File: src/design/rrce_pkg.sv
// Constants for the rotate-right-through-carry execution block.
package rrce_pkg;
  localparam int          DATA_W      = 8;
  localparam int          ADDR_W      = 5;
  localparam int          INSN_W      = 12;
  localparam int          OPC_W       = 6;
  localparam logic [5:0]  OPC_ROTATE  = 6'h0C;
  localparam int          OPC_LSB     = 6;
  localparam int          DEST_BIT    = 5;
  localparam logic [7:0]  ACC_RESET   = 8'h00;
  localparam logic        CARRY_RESET = 1'b0;
  localparam int          NUM_FILES   = 32;
  // Base of the file power-up pattern; the value is arbitrary.
  localparam logic [7:0]  FILE_SEED   = 8'hA5;
endpackage : rrce_pkg

File: src/design/rrce_rot.sv
// Combinational rotate right through carry.
`timescale 1ns/1ps
module rrce_rot #(
  parameter int WIDTH = 8
) (
  input  wire logic [WIDTH-1:0] operand,
  input  wire logic             carry_in,
  output logic      [WIDTH-1:0] result,
  output logic                  carry_out
);
  initial begin
    if (WIDTH < 2) begin
      $error("rrce_rot needs WIDTH of at least 2");
    end
  end

  assign result    = {carry_in, operand[WIDTH-1:1]};
  assign carry_out = operand[0];
endmodule : rrce_rot

File: src/design/rrce_exec.sv
// Executes the rotate-right-through-carry instruction on a file register.
`timescale 1ns/1ps
// How it works
// - Operand rotates right one bit; old carry enters MSB, LSB becomes carry.
// - Destination bit 0 writes result to accumulator; file register unchanged.
// - Destination bit 1 writes result back to the same file register.
// - Opcode is upper six bits 001100, bit 5 destination, low five address.
// - Only carry changes among status bits; operand is read before write.
module rrce_exec
  import rrce_pkg::*;
#(
  parameter int NFILES = rrce_pkg::NUM_FILES
) (
  input  wire logic                        clk,
  input  wire logic                        nrst,
  input  wire logic                        insn_valid,
  input  wire logic [rrce_pkg::INSN_W-1:0] insn,
  output logic      [rrce_pkg::DATA_W-1:0] acc,
  output logic                             carry,
  output logic                             op_done,
  output logic                             file_we,
  output logic      [rrce_pkg::ADDR_W-1:0] file_waddr,
  output logic      [rrce_pkg::DATA_W-1:0] file_wdata,
  output logic      [rrce_pkg::DATA_W-1:0] file_rdata
);
  import rrce_pkg::*;

  // Opcode match, shared by the decode path and the refusal check.
  function automatic logic is_rotate_word(input logic [INSN_W-1:0] word);
    return word[INSN_W-1:OPC_LSB] == OPC_ROTATE;
  endfunction : is_rotate_word

  // Each file gets its own power-up value, so rotates move real data.
  function automatic logic [DATA_W-1:0] file_reset_value(input int idx);
    return FILE_SEED ^ DATA_W'(idx);
  endfunction : file_reset_value

  initial begin
    if (NFILES != (1 << ADDR_W)) begin
      $error("rrce_exec NFILES must match the address width");
    end
  end

  // The file registers live here because the core offers no file port.
  // Resetting them costs a little logic, but without it every operand,
  // and through the carry every later result, would stay unknown.
  logic [DATA_W-1:0] files [NFILES];

  wire               is_rot;
  wire               dest_file;
  wire [ADDR_W-1:0]  faddr;
  wire [DATA_W-1:0]  operand;
  wire [DATA_W-1:0]  rot_result;
  wire               rot_carry;
  wire               exec;

  assign is_rot    = is_rotate_word(insn);
  assign dest_file = insn[DEST_BIT];
  assign faddr     = insn[ADDR_W-1:0];
  assign exec      = insn_valid && is_rot;
  // Operand is sampled from the old content before any write lands.
  assign operand   = files[faddr];

  rrce_rot #(
    .WIDTH     (DATA_W)
  ) u_rot (
    .operand   (operand),
    .carry_in  (carry),
    .result    (rot_result),
    .carry_out (rot_carry)
  );

  always_ff @(posedge clk or negedge nrst) begin
    if (!nrst) begin
      acc   <= ACC_RESET;
      carry <= CARRY_RESET;
    end else if (exec) begin
      carry <= rot_carry;
      if (!dest_file) begin
        acc <= rot_result;
      end
    end
  end

  // Only the write-back path touches the files after reset.
  always_ff @(posedge clk or negedge nrst) begin
    if (!nrst) begin
      for (int i = 0; i < NFILES; i++) begin
        files[i] <= file_reset_value(i);
      end
    end else if (exec && dest_file) begin
      files[faddr] <= rot_result;
    end
  end

  // The observation outputs are registered copies of this cycle's work,
  // so every top-level output comes straight from a flip-flop. They lag
  // the instruction by one cycle, exactly like the accumulator and carry.

  always_ff @(posedge clk or negedge nrst) begin
    if (!nrst) begin
      op_done    <= 1'b0;
      file_we    <= 1'b0;
      file_waddr <= '0;
      file_wdata <= '0;
      file_rdata <= '0;
    end else begin
      op_done    <= exec;
      file_we    <= exec && dest_file;
      file_waddr <= faddr;
      file_wdata <= rot_result;
      file_rdata <= operand;
    end
  end

  // Checks below that involve the operand use the value taken before the
  // write-back, which is the value the instruction is defined on.
  AST_ROTATE_ACC: assert property (
    @(posedge clk) disable iff (!nrst)
    exec && !dest_file |=> acc == {$past(carry), $past(operand[DATA_W-1:1])})
    else $error("Accumulator does not hold the rotated operand.");

  AST_CARRY_LSB: assert property (
    @(posedge clk) disable iff (!nrst)
    exec |=> carry == $past(operand[0]))
    else $error("Carry did not take the operand low bit.");

  AST_ACC_HOLD: assert property (
    @(posedge clk) disable iff (!nrst)
    exec && dest_file |=> $stable(acc))
    else $error("Accumulator changed on a file write-back.");

  AST_FILE_HOLD: assert property (
    @(posedge clk) disable iff (!nrst)
    exec && !dest_file |=> files[$past(faddr)] == $past(operand))
    else $error("File register changed when result went to accumulator.");

  AST_FILE_WB: assert property (
    @(posedge clk) disable iff (!nrst)
    exec && dest_file |=> file_we && files[file_waddr] == file_wdata)
    else $error("Rotated value not written back to the file register.");

  AST_DECODE: assert property (
    @(posedge clk) disable iff (!nrst)
    insn_valid && !is_rotate_word(insn)
      |=> !op_done && $stable(carry) && $stable(acc))
    else $error("Foreign opcode was executed.");

  AST_ONE_CYCLE: assert property (
    @(posedge clk) disable iff (!nrst)
    exec ##1 exec && faddr == $past(faddr) && !$past(dest_file)
      |-> rot_carry == $past(operand[0]) && carry == $past(rot_carry))
    else $error("Result was not visible to the next instruction.");

  AST_IDLE_HOLD: assert property (
    @(posedge clk) disable iff (!nrst)
    !exec |=> $stable(carry) && !op_done)
    else $error("Status changed without an executed instruction.");

  AST_DONE_PULSE: assert property (
    @(posedge clk) disable iff (!nrst)
    exec |=> op_done)
    else $error("Executed rotate gave no done pulse.");

  AST_ACC_NO_WE: assert property (
    @(posedge clk) disable iff (!nrst)
    exec && !dest_file |=> !file_we)
    else $error("File write strobe raised for an accumulator result.");

  AST_RDATA_OLD: assert property (
    @(posedge clk) disable iff (!nrst)
    exec |=> file_rdata == $past(operand))
    else $error("Observed operand is not the value before write-back.");

  AST_WDATA_ROT: assert property (
    @(posedge clk) disable iff (!nrst)
    exec |=> file_wdata == {$past(carry), $past(operand[DATA_W-1:1])})
    else $error("Observed result is not the rotated operand.");

  AST_MSB_CARRY: assert property (
    @(posedge clk) disable iff (!nrst)
    exec && dest_file |=> file_wdata[DATA_W-1] == $past(carry))
    else $error("Old carry did not enter the top bit.");

  AST_WADDR: assert property (
    @(posedge clk) disable iff (!nrst)
    exec |=> file_waddr == $past(faddr))
    else $error("Observed address is not the decoded file address.");

  AST_ACC_IDLE: assert property (
    @(posedge clk) disable iff (!nrst)
    !exec |=> $stable(acc))
    else $error("Accumulator changed without an executed instruction.");

  AST_FILE_IDLE: assert property (
    @(posedge clk) disable iff (!nrst)
    !exec |=> files[$past(faddr)] == $past(operand))
    else $error("File register changed without an executed instruction.");

  AST_NO_WE_IDLE: assert property (
    @(posedge clk) disable iff (!nrst)
    !exec |=> !file_we)
    else $error("File write strobe raised without an executed rotate.");

  // Cover points for the main scenarios of the bench.
  COV_TO_ACC: cover property (@(posedge clk) disable iff (!nrst)
    exec && !dest_file);
  COV_TO_FILE: cover property (@(posedge clk) disable iff (!nrst)
    exec && dest_file);
  COV_BACK_TO_BACK: cover property (@(posedge clk) disable iff (!nrst)
    exec ##1 exec);
  COV_CARRY_SET: cover property (@(posedge clk) disable iff (!nrst)
    exec && carry && rot_carry);
  COV_REFUSED: cover property (@(posedge clk) disable iff (!nrst)
    insn_valid && !is_rotate_word(insn));
endmodule : rrce_exec

File: config.mk
export PLATFORM = sky130hd
export DESIGN_NAME = rrce_exec
export DESIGN_NICKNAME = d
export VERILOG_FILES = /design/src/design/rrce_pkg.sv /design/src/design/rrce_rot.sv /design/src/design/rrce_exec.sv
export SDC_FILE = /design/constraint.sdc
export NUM_CORES = 1
export LEC_CHECK = 0
export BUFFER_PORTS_ARGS = -buffer_cell sky130_fd_sc_hd__clkbuf_2
export CAP_MARGIN = 20
export CORE_ASPECT_RATIO = 1.25
export CORE_MARGIN = 4
export CORE_UTILIZATION = 67
export CTS_CLUSTER_DIAMETER = 60
export DETAILED_ROUTE_END_ITERATION = 6
export GPL_ROUTABILITY_DRIVEN = 0
export PLACE_DENSITY_LB_ADDON = 0.05
export SYNTH_ARGS = -nofsm -noshare
export SYNTH_HDL_FRONTEND = slang
export SYNTH_SLANG_ARGS = --single-unit
File: constraint.sdc
create_clock -name clk -period 4.6 [get_ports clk]
set_clock_uncertainty 0.05 [all_clocks]
set_input_delay 0.23 -clock clk [delete_from_list [all_inputs] [get_ports clk]]
set_output_delay 0.23 -clock clk [all_outputs]
set_load 0.005 [all_outputs]
---- After elaboration in Yosys (flattened, before gate mapping) ----
Index checks and enable logic that the tools add are counted.
word-level totals
  register bits after elaboration ......... 288
  bits in latches ......................... 0
  bits in writable memories ............... 0
  ROM bits ................................ 0
  input bits .............................. 15
  output and inout bits ................... 32
  word-level logic and storage cells ...... 54
  memories ................................ 0
cells by class
  add/sub/neg operators ................... 0
  $mul .................................... 0
  div/mod/pow operators ................... 0
  $lt $le $gt $ge ......................... 2
  equality and inequality tests ........... 1
  shifts and indexed selects .............. 0
  multiplexer cells ....................... 6
  bitwise logic cells ..................... 2
  reduce and logical (&&, ||, !) cells .... 4
operators with widths
  kind                number
  $bwmux 256          1
  $bmux 8 s5          1
  $demux 8 s5         1
  $mux 8              3
  $eq 6x4->1 const B  1
  $ge 6x6->1 const B  1
  $lt 6x1->1 const B  1
  $not 5->6           1
  $logic_and 1x1->1   3
  $reduce_and 2->1    1
  $not 1->1           1

---- Logic depth before layout (Yosys ltp) ----
  word-level depth ........................ 6
  gate-level depth with buffers ........... 9
  mapped depth without buffers ............ 5

---- Cells and area by module ----
A second synthesis with hierarchy kept.
second synthesis, totals
  cells, all modules ...................... 918
  area total of the unflattened synthesis .. 13122.6 sq um
by module, submodules not included
  module     instances  cells each  area an instance (sq um)  seq. area each (sq um)
  rrce_exec  1          909         13055.0                   7387.1
  rrce_rot   1          9           67.6                      0.0

---- Worst setup path after synthesis ----
Ideal clock, no wire load.
  kind .................................... input port to flip-flop
  from .................................... in insn[1] (netlist name)
  to ...................................... reg files[208] (netlist name)
  library setup time ...................... 0.125 ns
  arrival ................................. 1.772 ns
  required time ........................... 4.425 ns
  setup slack ............................. 2.653 ns
  cell stages on the path ................. 8
  buffers on the path ..................... 3
  path through ............................ buf_6 buf_2 mux2i_1 o22ai_1 nor4_4 nand2_2 buf_6 mux2_2
on the way
  longest elaborated chain between the ends .. 6
  elaborated cells on any way between the ends .. 10
  classes of those cells .................. 2 x order compare; 6 x mux; 1 x bitwise; 1 x reduce/logical
RTL lines
  element                                                         RTL line                          source
  start, declared                                                 rrce_exec.sv:17                   input wire logic [rrce_pkg::INSN_W-1:0] insn,
  $not 5->6 (implied by the code) (*)                             rrce_exec.sv:62, rrce_exec.sv:92
  $ge 6x6->1 (implied by the code) or $lt 6x1->1 (tied branches)  rrce_exec.sv:92                   files[faddr] <= rot_result;
  $logic_and 1x1->1 (implied by the code)                         rrce_exec.sv:92
  $mux 8 (implied by the code)                                    rrce_exec.sv:92
  $demux 8 s5                                                     rrce_exec.sv:92
  $bwmux 256 (*)                                                  rrce_exec.sv:92
  end signal, assigned by index                                   rrce_exec.sv:89                   files[i] <= file_reset_value(i);
  end signal, assigned by index                                   rrce_exec.sv:92
  end, declared                                                   rrce_exec.sv:47                   logic [DATA_W-1:0] files [NFILES];
Every way passes the cells marked *; elsewhere a longest branch is shown, timed or not. The select of a mux whose other input is x is not followed.
A chain may end at the register's enable or synchronous reset.

---- Worst setup path in the final report ----
  from .................................... in insn[1] (netlist name)
  to ...................................... reg files[74] (netlist name)
Same word-level chain as after synthesis.

==> results.md <==
| Quantity | Reported |
|:---|:---|
| Slowest cell on the critical path | buf_6 |
| List of cells traversed by the critical path | buf_6 -> buf_4 -> mux2i_1 -> o22ai_1 -> nor4_2 -> nand2_2 -> mux2_2 |
| Worst min-delay path category | input port to flop |
| GRT Residual Overflow | 0 |
| Number of setup buffers added after CTS | 0 |
| Met3 Track Usage GR | 2.848% |
| Placed cell count | 1,178 |
| Maximum buffer depth of the clock tree | 3 |
| DR pass1 iterations | 5 |
| Antenna violation net count after detailed routing | 0 |
| Initial antenna violation count | 0 |
| Clock slew at reported path FFs | 60 ps |
| M2 GR Usage | 47.48% |
| Setup Slack @ Placement | 1034 ps |
| Number of sinks driven by the clock tree | 281 |
| Crit-path leading delay family | buffers and inverters |
| Average routed wire per standard cell | 24.42 um |
| Detailed-placement wirelength estimate | 19.51 mm |
| Detailed Route Iter0 Violations | 653 |
| Stage delay of the slowest cell on the critical path | 760 ps |
| Initial core utilization | 68.24% |
| Synth cell types | 43 |
| Post-route insts no fill | 1,234 |
| Arr. time, crit path | 3520 ps |
| First-pass GRT wire length | 48.23 mm |
| Average via count per standard cell | 6.468 |
| Final WS setup | 1446 ps |
| Avg Inst Size Synth | 14.29 sq um |
| Pins over their slew limit | 0 |
| Total Routed Length | 30.14 mm |
| Number of rows in the core area | 57 |
| Count of maximum capacitance violations | 0 |
| Max-slew headroom | 21.65% |
| Worst-path maximum fanout | 86 |
| Final design utilization | 73.44% |
| Setup violation total in the final timing report | 0 |
| Synthesized Nets | 948 |
| Req. time, crit path | 4960 ps |
| Top-level I/O count | 47 |
| DIE AREA | 22,240 sq um |
| Power density over the cells | 346.7 nW/um^2 |
| LEAKAGE | 6.492 nW |
| Crit. End Element | flop |
| Final layout net count | 962 |
| Buffer type at the clock tree root | clkbuf_16 |
| Synthesized netlist cell count | 933 |
| Top Usage Layer GRT | met2 |
| Leading cell types in the layout, fill and taps excluded | 239 x mux2_2, 144 x dfstp_2, 137 x dfrtp_1 |
| Source-to-sink clock delay at the later pin of the worst-skew pair | 540 ps |
| Antenna cell count | 0 |
| Placeable Area | 19,540 sq um |
| Final Critical Period | 3154 ps |
| Proportion of layout cells with a drive suffix above 1 | 54.08% |
| Layout Area Growth over Synthesis | 7.619% |
| Ratio of final minimum period to clock period | 68.56% |
| Total global routing track utilization | 27.31% |
| Slew of the pin with the lowest slew margin | 1173 ps |
| Number of synthesized register bits | 281 |
| CTS H-tree depth | 1 |
| Filler Cells Inserted | 1,310 |
| Via count | 7,982 |
| Pin count of the biggest net entering global routing | 128 |
| Setup TNS | 0 ps |
| Leading cell type in the layout, fill and taps excluded | mux2_2 |
| Total CTS buffers | 28 |
| Vias in the first global route | 8,723 |
| Number of buffers and inverters on the critical path | 2 |
| Part of the Yosys area used for sequential elements | 54.08% |
| Die width | 134.2 um |
| Number of hold-slack violations in the final timing report | 0 |
| Startpoint type of the worst setup path | input port |
| Maximum vdd ir drop | 0.0005045 V |
| Run status | complete, no violations |
| Remaining DRCs | 0 |
| TritonCTS clock tree | built |
| Kind of critical path | input port to flop |
| Die Y-Extent | 165.7 um |
| Warnings, synthesis | 0 |
| GR Layer Usage met1 | 34.69% |
| Number of I/O port buffers | 46 |
| Cell area after synthesis | 13,340 sq um |
| Maximum achievable frequency | 0.3171 GHz |
| Setup repair after global routing missed its margin | false |
registers in the layout, summed over array words and instances (netlist names):
register	count
carry	1
op_done	1
file_waddr	5
acc	8
file_we	1
file_rdata	2
files	256
file_wdata	7
synthesized netlist by cell type (all sizes together):
library cell | count | area (sq um)
a31oi | 21 | 131.4
and2 | 3 | 18.77
and3 | 2 | 12.51
and4 | 2 | 17.52
buf | 60 | 549.3
clkbuf | 13 | 58.81
dfrtp | 137 | 3428
dfstp | 144 | 3784
mux2 | 244 | 2751
mux2i | 128 | 1281
nand2 | 27 | 118.9
nand2b | 5 | 31.28
nand3 | 2 | 22.52
nand3b | 2 | 15.01
nand4 | 3 | 18.77
nand4b | 4 | 68.81
nand4bb | 4 | 45.04
nor2 | 39 | 186.4
nor2b | 1 | 6.260
nor3 | 2 | 21.27
nor4 | 18 | 285.3
o22ai | 64 | 406.6
or2 | 1 | 6.260
or4 | 1 | 7.510
or4b | 4 | 40.04
or4bb | 2 | 22.52
path summary, 6_finish.rpt:
path | start | cells past startpoint | slack [ps] | endpoint
max | insn[1] | 7 | 1450 | files[74]
min reg2reg | files[225] | 2 | 450 | files[225]
min in group asynchronous | nrst | 2 | 350 | files[180]
max reg2reg | files[195] | 5 | 1990 | files[74]
min | insn[2] | 1 | 100 | file_waddr[2]
max in group asynchronous | nrst | 3 | 2890 | files[238]
repair_timing:
action	CTS	global route
setup endpoints to repair	0	0
hold buffers	4	0
endpoints found under the hold margin	74	0
gates resized for setup	0	0
layer usage:
metal,vias to the layer above,part of all wire [%]
met4,0,4.6
met2,215,52
met1,4220,40
met3,79,3.4
met5,-,0
li1,3468,-
layout make-up:
type                       instances  area, sq um  area share (%)
multi-input combinational        579         5515           38.43
timing repair buffer              57        351.6           2.450
clock inverter                    14        161.4           1.125
clock buffer                      38        779.5           5.432
sequential                       281         7212           50.25
tap                              265        331.6           2.310
metrics by stage:
stage                     hold WS, ps  instance area (sq um)  power (mW)
after floorplan                -115.6                  13340       2.634
after global placement          324.5                  13370       2.708
after detailed placement        344.3                  13370       2.712
after CTS                       74.06                  14350       5.006
after global routing            105.3                  14350       5.125
final                           100.5                  14350       4.975
cell families (layout without fill, tap and decap cells):
logic type	Yosys count	in the layout	share of synthesized area [%]
DFF	281	281	54.08
and+or+nand+nor	122	122	7.084
buffers and inverters	73	109	4.560
muxes	372	372	30.24
AOI/OAI and AO/OA	85	85	4.035
report_power, final:
part / switching [mW] / leakage (nW) / internal [mW] / total, mW
Sequential: 0.00778 / 3.38 / 2.49 / 2.50
Clock: 0.942 / 0.447 / 1.36 / 2.30
Combinational: 0.120 / 2.66 / 0.0549 / 0.175
Total: 1.07 / 6.49 / 3.91 / 4.98
(Power assumes the default switching activity.)
